`src/design/speech_pkg.sv`:
```
// Function
// - busy goes low when start accepted
// - busy stays low until message finished
// - start ignored while busy is low
// - strobe low with select low starts
// - code captured on strobe rise; host holds
// - standby after over 3 s idle
// - start during standby wakes and plays
// - busy floats in standby
// - reset reinitializes, aborts, releases standby
// - standby stops oscillator, parks pins
// - all timing from 640 kHz clock
// - unsigned 9-bit samples to converter
// - sample rate 5, 6 or 8 kHz
// - voice output sinks nothing in standby
`default_nettype none

package speech_pkg;

    // ------------------------------------------------------------------
    // clocking
    // ------------------------------------------------------------------
    localparam int SYS_HZ      = 20_000_000;
    localparam int OSC_HZ      = 640_000;
    localparam int OSC_DIV     = SYS_HZ / OSC_HZ;
    localparam int OSC_CNT_W   = 5;
    localparam int IDLE_S      = 3;
    localparam int IDLE_TICKS  = IDLE_S * OSC_HZ;
    localparam int IDLE_W      = 21;

    // ------------------------------------------------------------------
    // sample rates and message layout
    // ------------------------------------------------------------------
    localparam int RATE_5K_HZ  = 5_000;
    localparam int RATE_6K_HZ  = 6_000;
    localparam int RATE_8K_HZ  = 8_000;
    localparam int RATE_W      = 8;
    localparam logic [RATE_W-1:0] DIV_5K = RATE_W'(OSC_HZ / RATE_5K_HZ);
    localparam logic [RATE_W-1:0] DIV_6K = RATE_W'(OSC_HZ / RATE_6K_HZ);
    localparam logic [RATE_W-1:0] DIV_8K = RATE_W'(OSC_HZ / RATE_8K_HZ);
    localparam int CODE_W      = 8;
    localparam int SAMPLE_W    = 9;
    localparam int LEN_W       = 11;
    localparam int LEN_SHIFT   = 4;
    localparam logic [SAMPLE_W-1:0] SAMPLE_MID  = 9'h100;
    localparam logic [SAMPLE_W-1:0] SAMPLE_ZERO = 9'h000;

    typedef enum logic [1:0] {
        ST_IDLE    = 2'b00,
        ST_ARM     = 2'b01,
        ST_PLAY    = 2'b10,
        ST_STANDBY = 2'b11
    } ctrl_state_t;

    function automatic logic [RATE_W-1:0] rate_div(input logic [1:0] sel);
        logic [RATE_W-1:0] d;
        d = DIV_8K;
        unique case (sel)
            2'b00: d = DIV_5K;
            2'b01: d = DIV_6K;
            2'b10: d = DIV_8K;
            2'b11: d = DIV_8K;
        endcase
        return d;
    endfunction : rate_div

    function automatic logic [LEN_W-1:0] msg_len(input logic [5:0] sel);
        logic [LEN_W-1:0] n;
        n = LEN_W'({1'b0, sel}) + LEN_W'(1);
        return n << LEN_SHIFT;
    endfunction : msg_len

endpackage : speech_pkg

`default_nettype wire

```
`src/design/play_if.sv`:
```
`timescale 1ns/1ps
`default_nettype none

interface play_if;
    import speech_pkg::*;
    logic                clk_en;
    logic                osc_tick;
    logic                start;
    logic [CODE_W-1:0]   code;
    logic                done;
    logic                sample_valid;
    logic [SAMPLE_W-1:0] sample;

    modport engine (input  clk_en, osc_tick, start, code,
                    output done, sample_valid, sample);
    modport ctrl   (output clk_en, osc_tick, start, code,
                    input  done, sample_valid, sample);
endinterface : play_if

`default_nettype wire

```
`src/design/speech_engine.sv`:
```
`timescale 1ns/1ps
`default_nettype none

module speech_engine
    import speech_pkg::*;
(
    input  wire logic clk_sys,
    input  wire logic rst_b,
    play_if.engine    pif
);

    logic                run_reg;
    logic [RATE_W-1:0]   div_reg;
    logic [RATE_W-1:0]   tick_cnt_reg;
    logic [LEN_W-1:0]    left_reg;
    logic [SAMPLE_W-1:0] acc_reg;
    logic [SAMPLE_W-1:0] step_reg;
    logic [SAMPLE_W-1:0] acc_next;

    assign acc_next = acc_reg + step_reg;

    // ------------------------------------------------------------------
    // sample pacing and stand-in decoder
    // ------------------------------------------------------------------
    always_ff @(posedge clk_sys or negedge rst_b) begin
        if (!rst_b) begin
            run_reg          <= 1'b0;
            div_reg          <= DIV_8K;
            tick_cnt_reg     <= '0;
            left_reg         <= '0;
            acc_reg          <= SAMPLE_MID;
            step_reg         <= SAMPLE_ZERO;
            pif.done         <= 1'b0;
            pif.sample_valid <= 1'b0;
            pif.sample       <= SAMPLE_MID;
        end else if (pif.clk_en) begin
            pif.done         <= 1'b0;
            pif.sample_valid <= 1'b0;
            if (pif.start && !run_reg) begin
                run_reg      <= 1'b1;
                div_reg      <= rate_div(pif.code[7:6]);
                tick_cnt_reg <= '0;
                left_reg     <= msg_len(pif.code[5:0]);
                acc_reg      <= SAMPLE_MID;
                step_reg     <= {3'h0, pif.code[3:0], 2'h1};
            end else if (run_reg && pif.osc_tick) begin
                if (tick_cnt_reg == div_reg - RATE_W'(1)) begin
                    tick_cnt_reg     <= '0;
                    acc_reg          <= acc_next;
                    pif.sample       <= acc_next;
                    pif.sample_valid <= 1'b1;
                    left_reg         <= left_reg - LEN_W'(1);
                    if (left_reg == LEN_W'(1)) begin
                        run_reg  <= 1'b0;
                        pif.done <= 1'b1;
                    end
                end else begin
                    tick_cnt_reg <= tick_cnt_reg + RATE_W'(1);
                end
            end
        end
    end
endmodule : speech_engine

`default_nettype wire

```
`src/design/speech_ctrl.sv`:
```
`timescale 1ns/1ps
`default_nettype none

module speech_ctrl
    import speech_pkg::*;
#(
    parameter int IDLE_LIMIT = IDLE_TICKS
)(
    input  wire logic                clk_sys,
    input  wire logic                rst_b,
    input  wire logic                clk_en,
    input  wire logic                chip_sel_n,
    input  wire logic                play_strobe_n,
    input  wire logic [CODE_W-1:0]   message_code,
    output var  logic                busy_n_out,
    output var  logic                busy_n_oe,
    output var  logic [SAMPLE_W-1:0] voice_current_out,
    output var  logic                voice_sink_en,
    output var  logic                osc_in,
    output var  logic                osc_out
);

    play_if pif ();

    ctrl_state_t          state_reg;
    ctrl_state_t          state_next;
    logic                 strobe_prev_reg;
    logic [CODE_W-1:0]    code_reg;
    logic                 start_reg;
    logic [OSC_CNT_W-1:0] osc_cnt_reg;
    logic                 osc_tick_reg;
    logic [IDLE_W-1:0]    idle_cnt_reg;
    logic                 req;
    logic                 strobe_rise;
    logic                 activity;
    logic                 idle_expired;

    // ------------------------------------------------------------------
    // request decode
    // ------------------------------------------------------------------
    assign req          = !chip_sel_n && !play_strobe_n
                          && strobe_prev_reg;
    assign strobe_rise  = play_strobe_n && !strobe_prev_reg;
    assign activity     = !chip_sel_n || !play_strobe_n;
    assign idle_expired = idle_cnt_reg >= IDLE_W'(IDLE_LIMIT);

    assign pif.clk_en   = clk_en;
    assign pif.osc_tick = osc_tick_reg;
    assign pif.start    = start_reg;
    assign pif.code     = code_reg;

    speech_engine u_engine (
        .clk_sys (clk_sys),
        .rst_b   (rst_b),
        .pif     (pif)
    );

    // ------------------------------------------------------------------
    // control state machine
    // ------------------------------------------------------------------
    always_comb begin
        state_next = state_reg;
        unique case (state_reg)
            ST_IDLE: begin
                if (req) begin
                    state_next = ST_ARM;
                end else if (idle_expired) begin
                    state_next = ST_STANDBY;
                end
            end
            ST_ARM: begin
                if (strobe_rise) begin
                    state_next = ST_PLAY;
                end
            end
            ST_PLAY: begin
                if (pif.done) begin
                    state_next = ST_IDLE;
                end
            end
            ST_STANDBY: begin
                if (req) begin
                    state_next = ST_ARM;
                end
            end
        endcase
    end

    // async reset aborts play and leaves standby
    always_ff @(posedge clk_sys or negedge rst_b) begin
        if (!rst_b) begin
            state_reg <= ST_IDLE;
        end else if (clk_en) begin
            state_reg <= state_next;
        end
    end

    always_ff @(posedge clk_sys or negedge rst_b) begin
        if (!rst_b) begin
            strobe_prev_reg <= 1'b1;
        end else if (clk_en) begin
            strobe_prev_reg <= play_strobe_n;
        end
    end

    // ------------------------------------------------------------------
    // code capture and engine start
    // ------------------------------------------------------------------
    always_ff @(posedge clk_sys or negedge rst_b) begin
        if (!rst_b) begin
            code_reg  <= '0;
            start_reg <= 1'b0;
        end else if (clk_en) begin
            start_reg <= 1'b0;
            if (state_reg == ST_ARM && strobe_rise) begin
                code_reg  <= message_code;
                start_reg <= 1'b1;
            end
        end
    end

    // ------------------------------------------------------------------
    // oscillator tick, stopped in standby
    // ------------------------------------------------------------------
    always_ff @(posedge clk_sys or negedge rst_b) begin
        if (!rst_b) begin
            osc_cnt_reg  <= '0;
            osc_tick_reg <= 1'b0;
        end else if (clk_en) begin
            osc_tick_reg <= 1'b0;
            if (state_next == ST_STANDBY) begin
                osc_cnt_reg <= '0;
            end else if (osc_cnt_reg == OSC_CNT_W'(OSC_DIV - 1)) begin
                osc_cnt_reg  <= '0;
                osc_tick_reg <= 1'b1;
            end else begin
                osc_cnt_reg <= osc_cnt_reg + OSC_CNT_W'(1);
            end
        end
    end

    // ------------------------------------------------------------------
    // idle timer in oscillator ticks
    // ------------------------------------------------------------------
    always_ff @(posedge clk_sys or negedge rst_b) begin
        if (!rst_b) begin
            idle_cnt_reg <= '0;
        end else if (clk_en) begin
            if (activity || state_reg != ST_IDLE) begin
                idle_cnt_reg <= '0;
            end else if (osc_tick_reg && !idle_expired) begin
                idle_cnt_reg <= idle_cnt_reg + IDLE_W'(1);
            end
        end
    end

    // ------------------------------------------------------------------
    // pin outputs, taken from the next state
    // ------------------------------------------------------------------
    always_ff @(posedge clk_sys or negedge rst_b) begin
        if (!rst_b) begin
            busy_n_out <= 1'b1;
            busy_n_oe  <= 1'b1;
        end else if (clk_en) begin
            busy_n_out <= !(state_next == ST_ARM
                            || state_next == ST_PLAY);
            busy_n_oe  <= state_next != ST_STANDBY;
        end
    end

    always_ff @(posedge clk_sys or negedge rst_b) begin
        if (!rst_b) begin
            osc_in  <= 1'b0;
            osc_out <= 1'b1;
        end else if (clk_en) begin
            if (state_next == ST_STANDBY) begin
                osc_in  <= 1'b0;
                osc_out <= 1'b1;
            end else if (osc_tick_reg) begin
                osc_in  <= !osc_in;
                osc_out <= osc_in;
            end
        end
    end

    always_ff @(posedge clk_sys or negedge rst_b) begin
        if (!rst_b) begin
            voice_current_out <= SAMPLE_ZERO;
            voice_sink_en     <= 1'b1;
        end else if (clk_en) begin
            voice_sink_en <= state_next != ST_STANDBY;
            if (state_next == ST_STANDBY) begin
                voice_current_out <= SAMPLE_ZERO;
            end else if (pif.sample_valid) begin
                voice_current_out <= pif.sample;
            end
        end
    end
endmodule : speech_ctrl

`default_nettype wire

```
`config.mk`:
```
export PLATFORM = sky130hd
export DESIGN_NAME = speech_ctrl
export DESIGN_NICKNAME = d
export VERILOG_FILES = /design/src/design/speech_pkg.sv /design/src/design/play_if.sv /design/src/design/speech_engine.sv /design/src/design/speech_ctrl.sv
export SDC_FILE = /design/constraint.sdc
export NUM_CORES = 1
export LEC_CHECK = 0
export BUFFER_PORTS_ARGS = -buffer_cell sky130_fd_sc_hd__buf_2
export CORE_MARGIN = 2
export CORE_UTILIZATION = 55
export DETAILED_ROUTE_END_ITERATION = 8
export GPL_TIMING_DRIVEN = 0
export PLACE_DENSITY = 0.73
export SYNTH_ARGS = -nofsm -noshare
export SYNTH_HDL_FRONTEND = slang
export SYNTH_SLANG_ARGS = --single-unit
```
`constraint.sdc`:
```
create_clock -name clk_sys -period 3.11 [get_ports clk_sys]
set_input_delay 0.1555 -clock clk_sys [delete_from_list [all_inputs] [get_ports clk_sys]]
set_output_delay 0.1555 -clock clk_sys [all_outputs]
set_load 0.01 [all_outputs]
```
; Word level (Yosys, flattened, before mapping)
; Cells that the tools add are included.
[totals]
in_bits = 13
ff_bits = 105
out_inout_bits = 14
wordCells = 119
[classes]
magnitude_cmp = 1
n_reduce_logical = 36
muxes = 40
bitwise = 1
n_eq_ne = 13
addsub = 7
[ops]
columns = cell, n
row1 = 9-bit two-way mux, 5
row2 = 21-bit two-way mux, 2
row3 = 11-bit two-way mux, 3
row4 = 8-bit two-way mux, 3
row5 = 8-bit one-hot mux with 3 select lines, 1
row6 = "21-bit by 1-bit adder with 21-bit output, second input constant", 1
row7 = "21-bit greater-or-equal comparator, second input constant", 1
row8 = 1-bit two-way mux, 18
row9 = 2-bit nonzero test, 7
row10 = "2-bit equality test, second input constant", 6
row11 = 2-bit AND reduction, 6
row12 = "11-bit by 1-bit equality test with 1-bit output, second input constant", 1
row13 = "11-bit by 1-bit subtractor with 11-bit output, second input constant", 1
row14 = 2-bit two-way mux, 5
row15 = 5-bit two-way mux, 2
row16 = 9-bit by 6-bit adder with 9-bit output, 1
row17 = "8-bit by 1-bit adder with 8-bit output, second input constant", 1
row18 = 8-bit equality test, 1
row19 = 2-bit one-hot mux with 4 select lines, 1
row20 = 4-bit AND reduction, 2
row21 = "8-bit by 1-bit subtractor with 8-bit output, second input constant", 1
row22 = "6-bit by 1-bit adder with 7-bit output, second input constant", 1
row23 = 1-bit logical AND, 7
row24 = 1-bit zero test, 7
row25 = other kinds (9), 14

; Logic depth before layout (Yosys ltp)
[depth]
depth_word = 8
mapped_depth = 12
mapped_depth_nobuf = 11

; Hierarchy
; Synthesis repeated with hierarchy kept, for this count alone.
[unflattened]
hier_cells = 578
hier_area_um2 = 5591.6
[modules_own_cells]
columns = module, area_each_um2, cells_each, instances, seq_area_each_um2
row1 = speech_engine, 2860.2, 293, 1, 1231.2
row2 = speech_ctrl, 2731.4, 285, 1, 1306.3

; Least setup slack after synthesis
; OpenSTA, ideal clock, no wires.
[synth_timing]
kind = register to register
from = reg idle_cnt_reg[11]
to = reg voice_current_out[7]
t_arrival_ps = 2438
stages_incl_launch_ff = 12
synth_period_minus_slack_ps = 2575
path_buffers = 2
required_time_ps = 2974
setup_time_ps = 136
path_slack_ps = 535
cell_sequence = dfrtp_1 > a211o_1 > a21o_1 > a21oi_2 > buf_4 > or2_2 > o31ai_1 > nor2b_1 > ha_1 > o21ai_1 > clkbuf_1 > o21ai_0
[synth_between]
elab_chain_len = 7
elab_cells_between_ends = 8
cone_classes = order compare (1) / eq/ne (1) / mux (4) / reduce/logical (2)
[synth_lines]
columns = item, line_no
row1 = start: declaration, speech_ctrl.sv:32  ; logic [IDLE_W-1:0] idle_cnt_reg;
row2 = start signal: assignment, speech_ctrl.sv:152  ; idle_cnt_reg <= idle_cnt_reg + IDLE_W'(1);
row3 = 21-bit greater-or-equal comparator (*), speech_ctrl.sv:45  ; assign idle_expired = idle_cnt_reg >= IDLE_W'(IDLE_LIMIT);
row4 = 2-bit two-way mux (*), speech_ctrl.sv:67  ; end else if (idle_expired) begin
row5 = 2-bit two-way mux (*), speech_ctrl.sv:65  ; if (req) begin
row6 = 2-bit one-hot mux with 4 select lines (*), speech_ctrl.sv:63  ; unique case (state_reg)
row7 = via state_next[1], speech_ctrl.sv:26  ; ctrl_state_t state_next;
row8 = 2-bit equality test (*), speech_ctrl.sv:192  ; if (state_next == ST_STANDBY) begin
row9 = 2-bit nonzero test (no line), n/a
row10 = 2-bit AND reduction (no line), n/a
row11 = end signal: assignment, speech_ctrl.sv:195  ; voice_current_out <= pif.sample;
row12 = end: declaration, speech_ctrl.sv:17  ; output var logic [SAMPLE_W-1:0] voice_current_out,
; The timed path passes the listed nets; every way through them passes the cells marked *.
; A chain may end at the register's enable or synchronous reset.

; Final worst setup path
[layout_timing]
from = reg idle_cnt_reg[13]
to = reg voice_current_out[7]
; Same word-level chain as after synthesis.

==> flow_summary_export.csv <==
group,metric,value,unit
finish,utilization,0.6239,
global_routing,grt_pass1_vias,3952,
detailed_routing,vias,4015,
clocking,cts_buffers,9,
finish,multi_input_area,0.002474,sq mm
sta,setup_viol,0,
sta,finalClockSkew,0.01112,ns
finish,drive_above_1_share,0.1379,
clocking,root_buffer,"clkbuf_8",
power_and_ir_drop,leakagePower,0.002673,uW
logic_synthesis,syn_area,0.005164,sq mm
sta,hold_viol_final,0,
detailed_routing,dr.first_iter.drc_count,166,
finish,largest_reg_flops,21,
clocking,clkSinkCount,101,
sta,maxSlewHeadroom,0.2348,
detailed_routing,antenna_left,0,
floorplanning,core_area,0.009153,sq mm
power_and_ir_drop,clkPwrFrac,0.280,
floorplanning,die-height,100.9,um
logic_synthesis,netlist_top_cells_area,"dfrtp_1 (45%), o21ai_0 (4.8%), nand2_1 (4.4%)",
placed_design,gp_congestion,0.8421,
finish,syn2layout_area_growth,10.59,%
logic_synthesis,ys.flop_type,"dfrtp_1",
sta,fmax,358.9,MHz
finish,layout.nets,606,
sta,fin_crit_sh,0.8958,
critical_path,cp.arrival,3.04,ns
logic_synthesis,syn_area_per_cell,9.706,sq um
run,drv_cap,0,
clocking,cts_buffer_depth,2,
power_and_ir_drop,power_density,526.1,mW/mm^2
global_routing,antenna_found_initial,0,
sta,finalMaxSlewViolations,0,
critical_path,end_kind,"flop",
logic_synthesis,synthMostInstantiatedCell,"dfrtp_1",
placed_design,portBuffers,26,
detailed_routing,first_pass_iters,4,
critical_path,cp-start-kind,"flop",
critical_path,cp.required,3.37,ns
logic_synthesis,async_flop_share,1.000,
logic_synthesis,synthCells,532,
global_routing,grt_pass1_wl,18.60,mm
power_and_ir_drop,ir_worst_vdd,341.7,uV
finish,seqCellArea,0.002537,sq mm
power_and_ir_drop,p_switching,892.2,uW
logic_synthesis,yosys_warnings,0,
logic_synthesis,yosysTopAreaCell,"dfrtp_1",
detailed_routing,drc,0,
logic_synthesis,synth-seq-area-share,0.4914,
sta,worstMarginPinSlew,1.132,ns
outcome,status,"complete, no violations",
critical_path,path_max_fanout,10,
power_and_ir_drop,power_frac_comb,0.190,
floorplanning,dieArea,0.01018,sq mm
clocking,cts_tree,"yes",
detailed_routing,vias_per_cell,5.810,
power_and_ir_drop,sequentialPowerShare,0.531,
logic_synthesis,synth-edff-count,0,
power_and_ir_drop,switching_share,0.2970,
min_path,hold_path.class,"primary input to flop",
clocking,clkSlewWorstSetupHoldPaths,0.09,ns
placed_design,place_hpwl,7.486,mm
sta,totalNegativeSetupSlack,0,ns
sta,rsz0062_at_grt,"no",
global_routing,grt_use_total,0.2322,
finish,nFillCells,746,
critical_path,path_class,"flop to flop",
floorplanning,die_w,100.9,um
sta,fin_hold_ws,0.01001,ns
clocking,clk_latency,0.38,ns
detailed_routing,drt-total-wl,10.70,mm
logic_synthesis,synth_top_area_frac,0.4507,
global_routing,grt-ovfl-total,0,
finish,diodes,0,
floorplanning,start_util,0.5642,
logic_synthesis,netlist_top_cells_count,"dfrtp_1 (93), nand2_1 (61), o21ai_0 (50)",
floorplanning,rows,35,
floorplanning,ioPinCount,27,
logic_synthesis,synth.distinct_cells,57,
logic_synthesis,synth_seq_cells,101,
sta,period_needed,2.786,ns
clocking,cts_max_level,3,
logic_synthesis,syn-num-nets,563,
detailed_routing,wl_per_cell,15.49,um
global_routing,grt_max_degree,56,
power_and_ir_drop,internal_power,2112,uW
critical path, cell delays in order (launching register included):
cell	delay [ns]
dfrtp_1	0.44
a211o_1	0.29
a21o_1	0.19
a21oi_2	0.18
buf_4	0.20
nor2_2	0.09
nor2_1	0.17
o31ai_1	0.12
ha_1	0.28
o21ai_2	0.32
clkbuf_2	0.28
o21ai_0	0.12
through the flow:
step	setup slack (ns)	std cells	power [uW]	area (sq um)
floorplan	0.5354	532	1987	5164
global placement	0.1301	669	2144	5433
detailed placement	0.08794	670	2180	5463
CTS	0.07152	690	3025	5695
global route	0.09899	691	3186	5710
finish	0.3241	691	3004	5710
placed cells by master (no fill, tap or decap), types with 3 or more instances in the layout:
master and n:
a211o_1 4, a21o_1 5, a21oi_1 19, a31oi_1 7, and2_1 6, and3_1 10
buf_2 30, buf_4 3, clkbuf_1 13, clkbuf_8 10, dfrtp_1 93, dfstp_2 8
dlygate4sd3_1 5, ha_1 18, inv_1 17, mux2_2 15, mux2i_1 4, nand2_1 61
nand2b_1 17, nand3_1 17, nand3b_1 4, nand4_1 10, nor2_1 44, nor2b_1 3
nor3_1 5, nor3b_1 4, nor4_1 3, o2111ai_1 4, o211ai_1 3, o21a_1 4
o21ai_0 50, o22ai_1 4, o31ai_1 7, or3_1 8, or4_1 3, xnor2_1 8
xor2_1 20
layer usage:
metal | share of wire | vias up | global-route usage | wire length (um)
met1 | 0.46 | 1951 | 0.3045 | 4927
met4 | 0.016 | 0 | 0.07588 | 174
li1 | - | 1969 | - | -
met2 | 0.49 | 77 | 0.3810 | 5223
met3 | 0.035 | 18 | 0.05617 | 377
met5 | 0 | - | 0 | 0
power by group through the flow:
stage / clock network (uW) / logic (uW) / registers [uW]
2_1_floorplan: 0 / 390 / 1600
3_3_place_gp: 0 / 535 / 1610
3_5_place_dp: 0 / 564 / 1620
4_1_cts: 861 / 572 / 1590
5_1_grt: 912 / 657 / 1620
6_report: 840 / 571 / 1590
cell type report:
type,instances,share of cell area
plain buffers,21,0.01643
multi-input cells,393,0.4332
well taps,111,0.02432
flip-flops and latches,101,0.4443
clock buffers,12,0.02542
clock inverters,4,0.008326
repair buffers,32,0.03681
inverters,17,0.01117
worst paths after layout:
kind / from / endpoint / slack, ns / cells past startpoint
min reg2reg: busy_n_out / busy_n_out / 0.48 / 2
min: message_code[3] / code_reg[3] / 0.01 / 2
max: idle_cnt_reg[13] / voice_current_out[7] / 0.32 / 11
min in group asynchronous: rst_b / code_reg[5] / 0.33 / 2
max reg2reg: idle_cnt_reg[13] / voice_current_out[7] / 0.32 / 11
max in group asynchronous: rst_b / strobe_prev_reg / 2.05 / 3
timing repair:
item | CTS | global route
hold endpoints to repair | 47 | 1
gates resized for setup | 0 | 3
setup buffers | 0 | 0
hold buffers | 4 | 1
setup endpoints to repair | 0 | 9
cell families after synthesis:
logic type | count (synthesis) | share of synthesized area
compound gates | 124 | 0.1500
xor+xnor | 28 | 0.04749
fa+ha+maj | 18 | 0.04362
buf+inv | 38 | 0.03029
flops | 101 | 0.4914
mux | 19 | 0.04047
simple gates | 204 | 0.1968
Power figures use the tool's default switching activity.
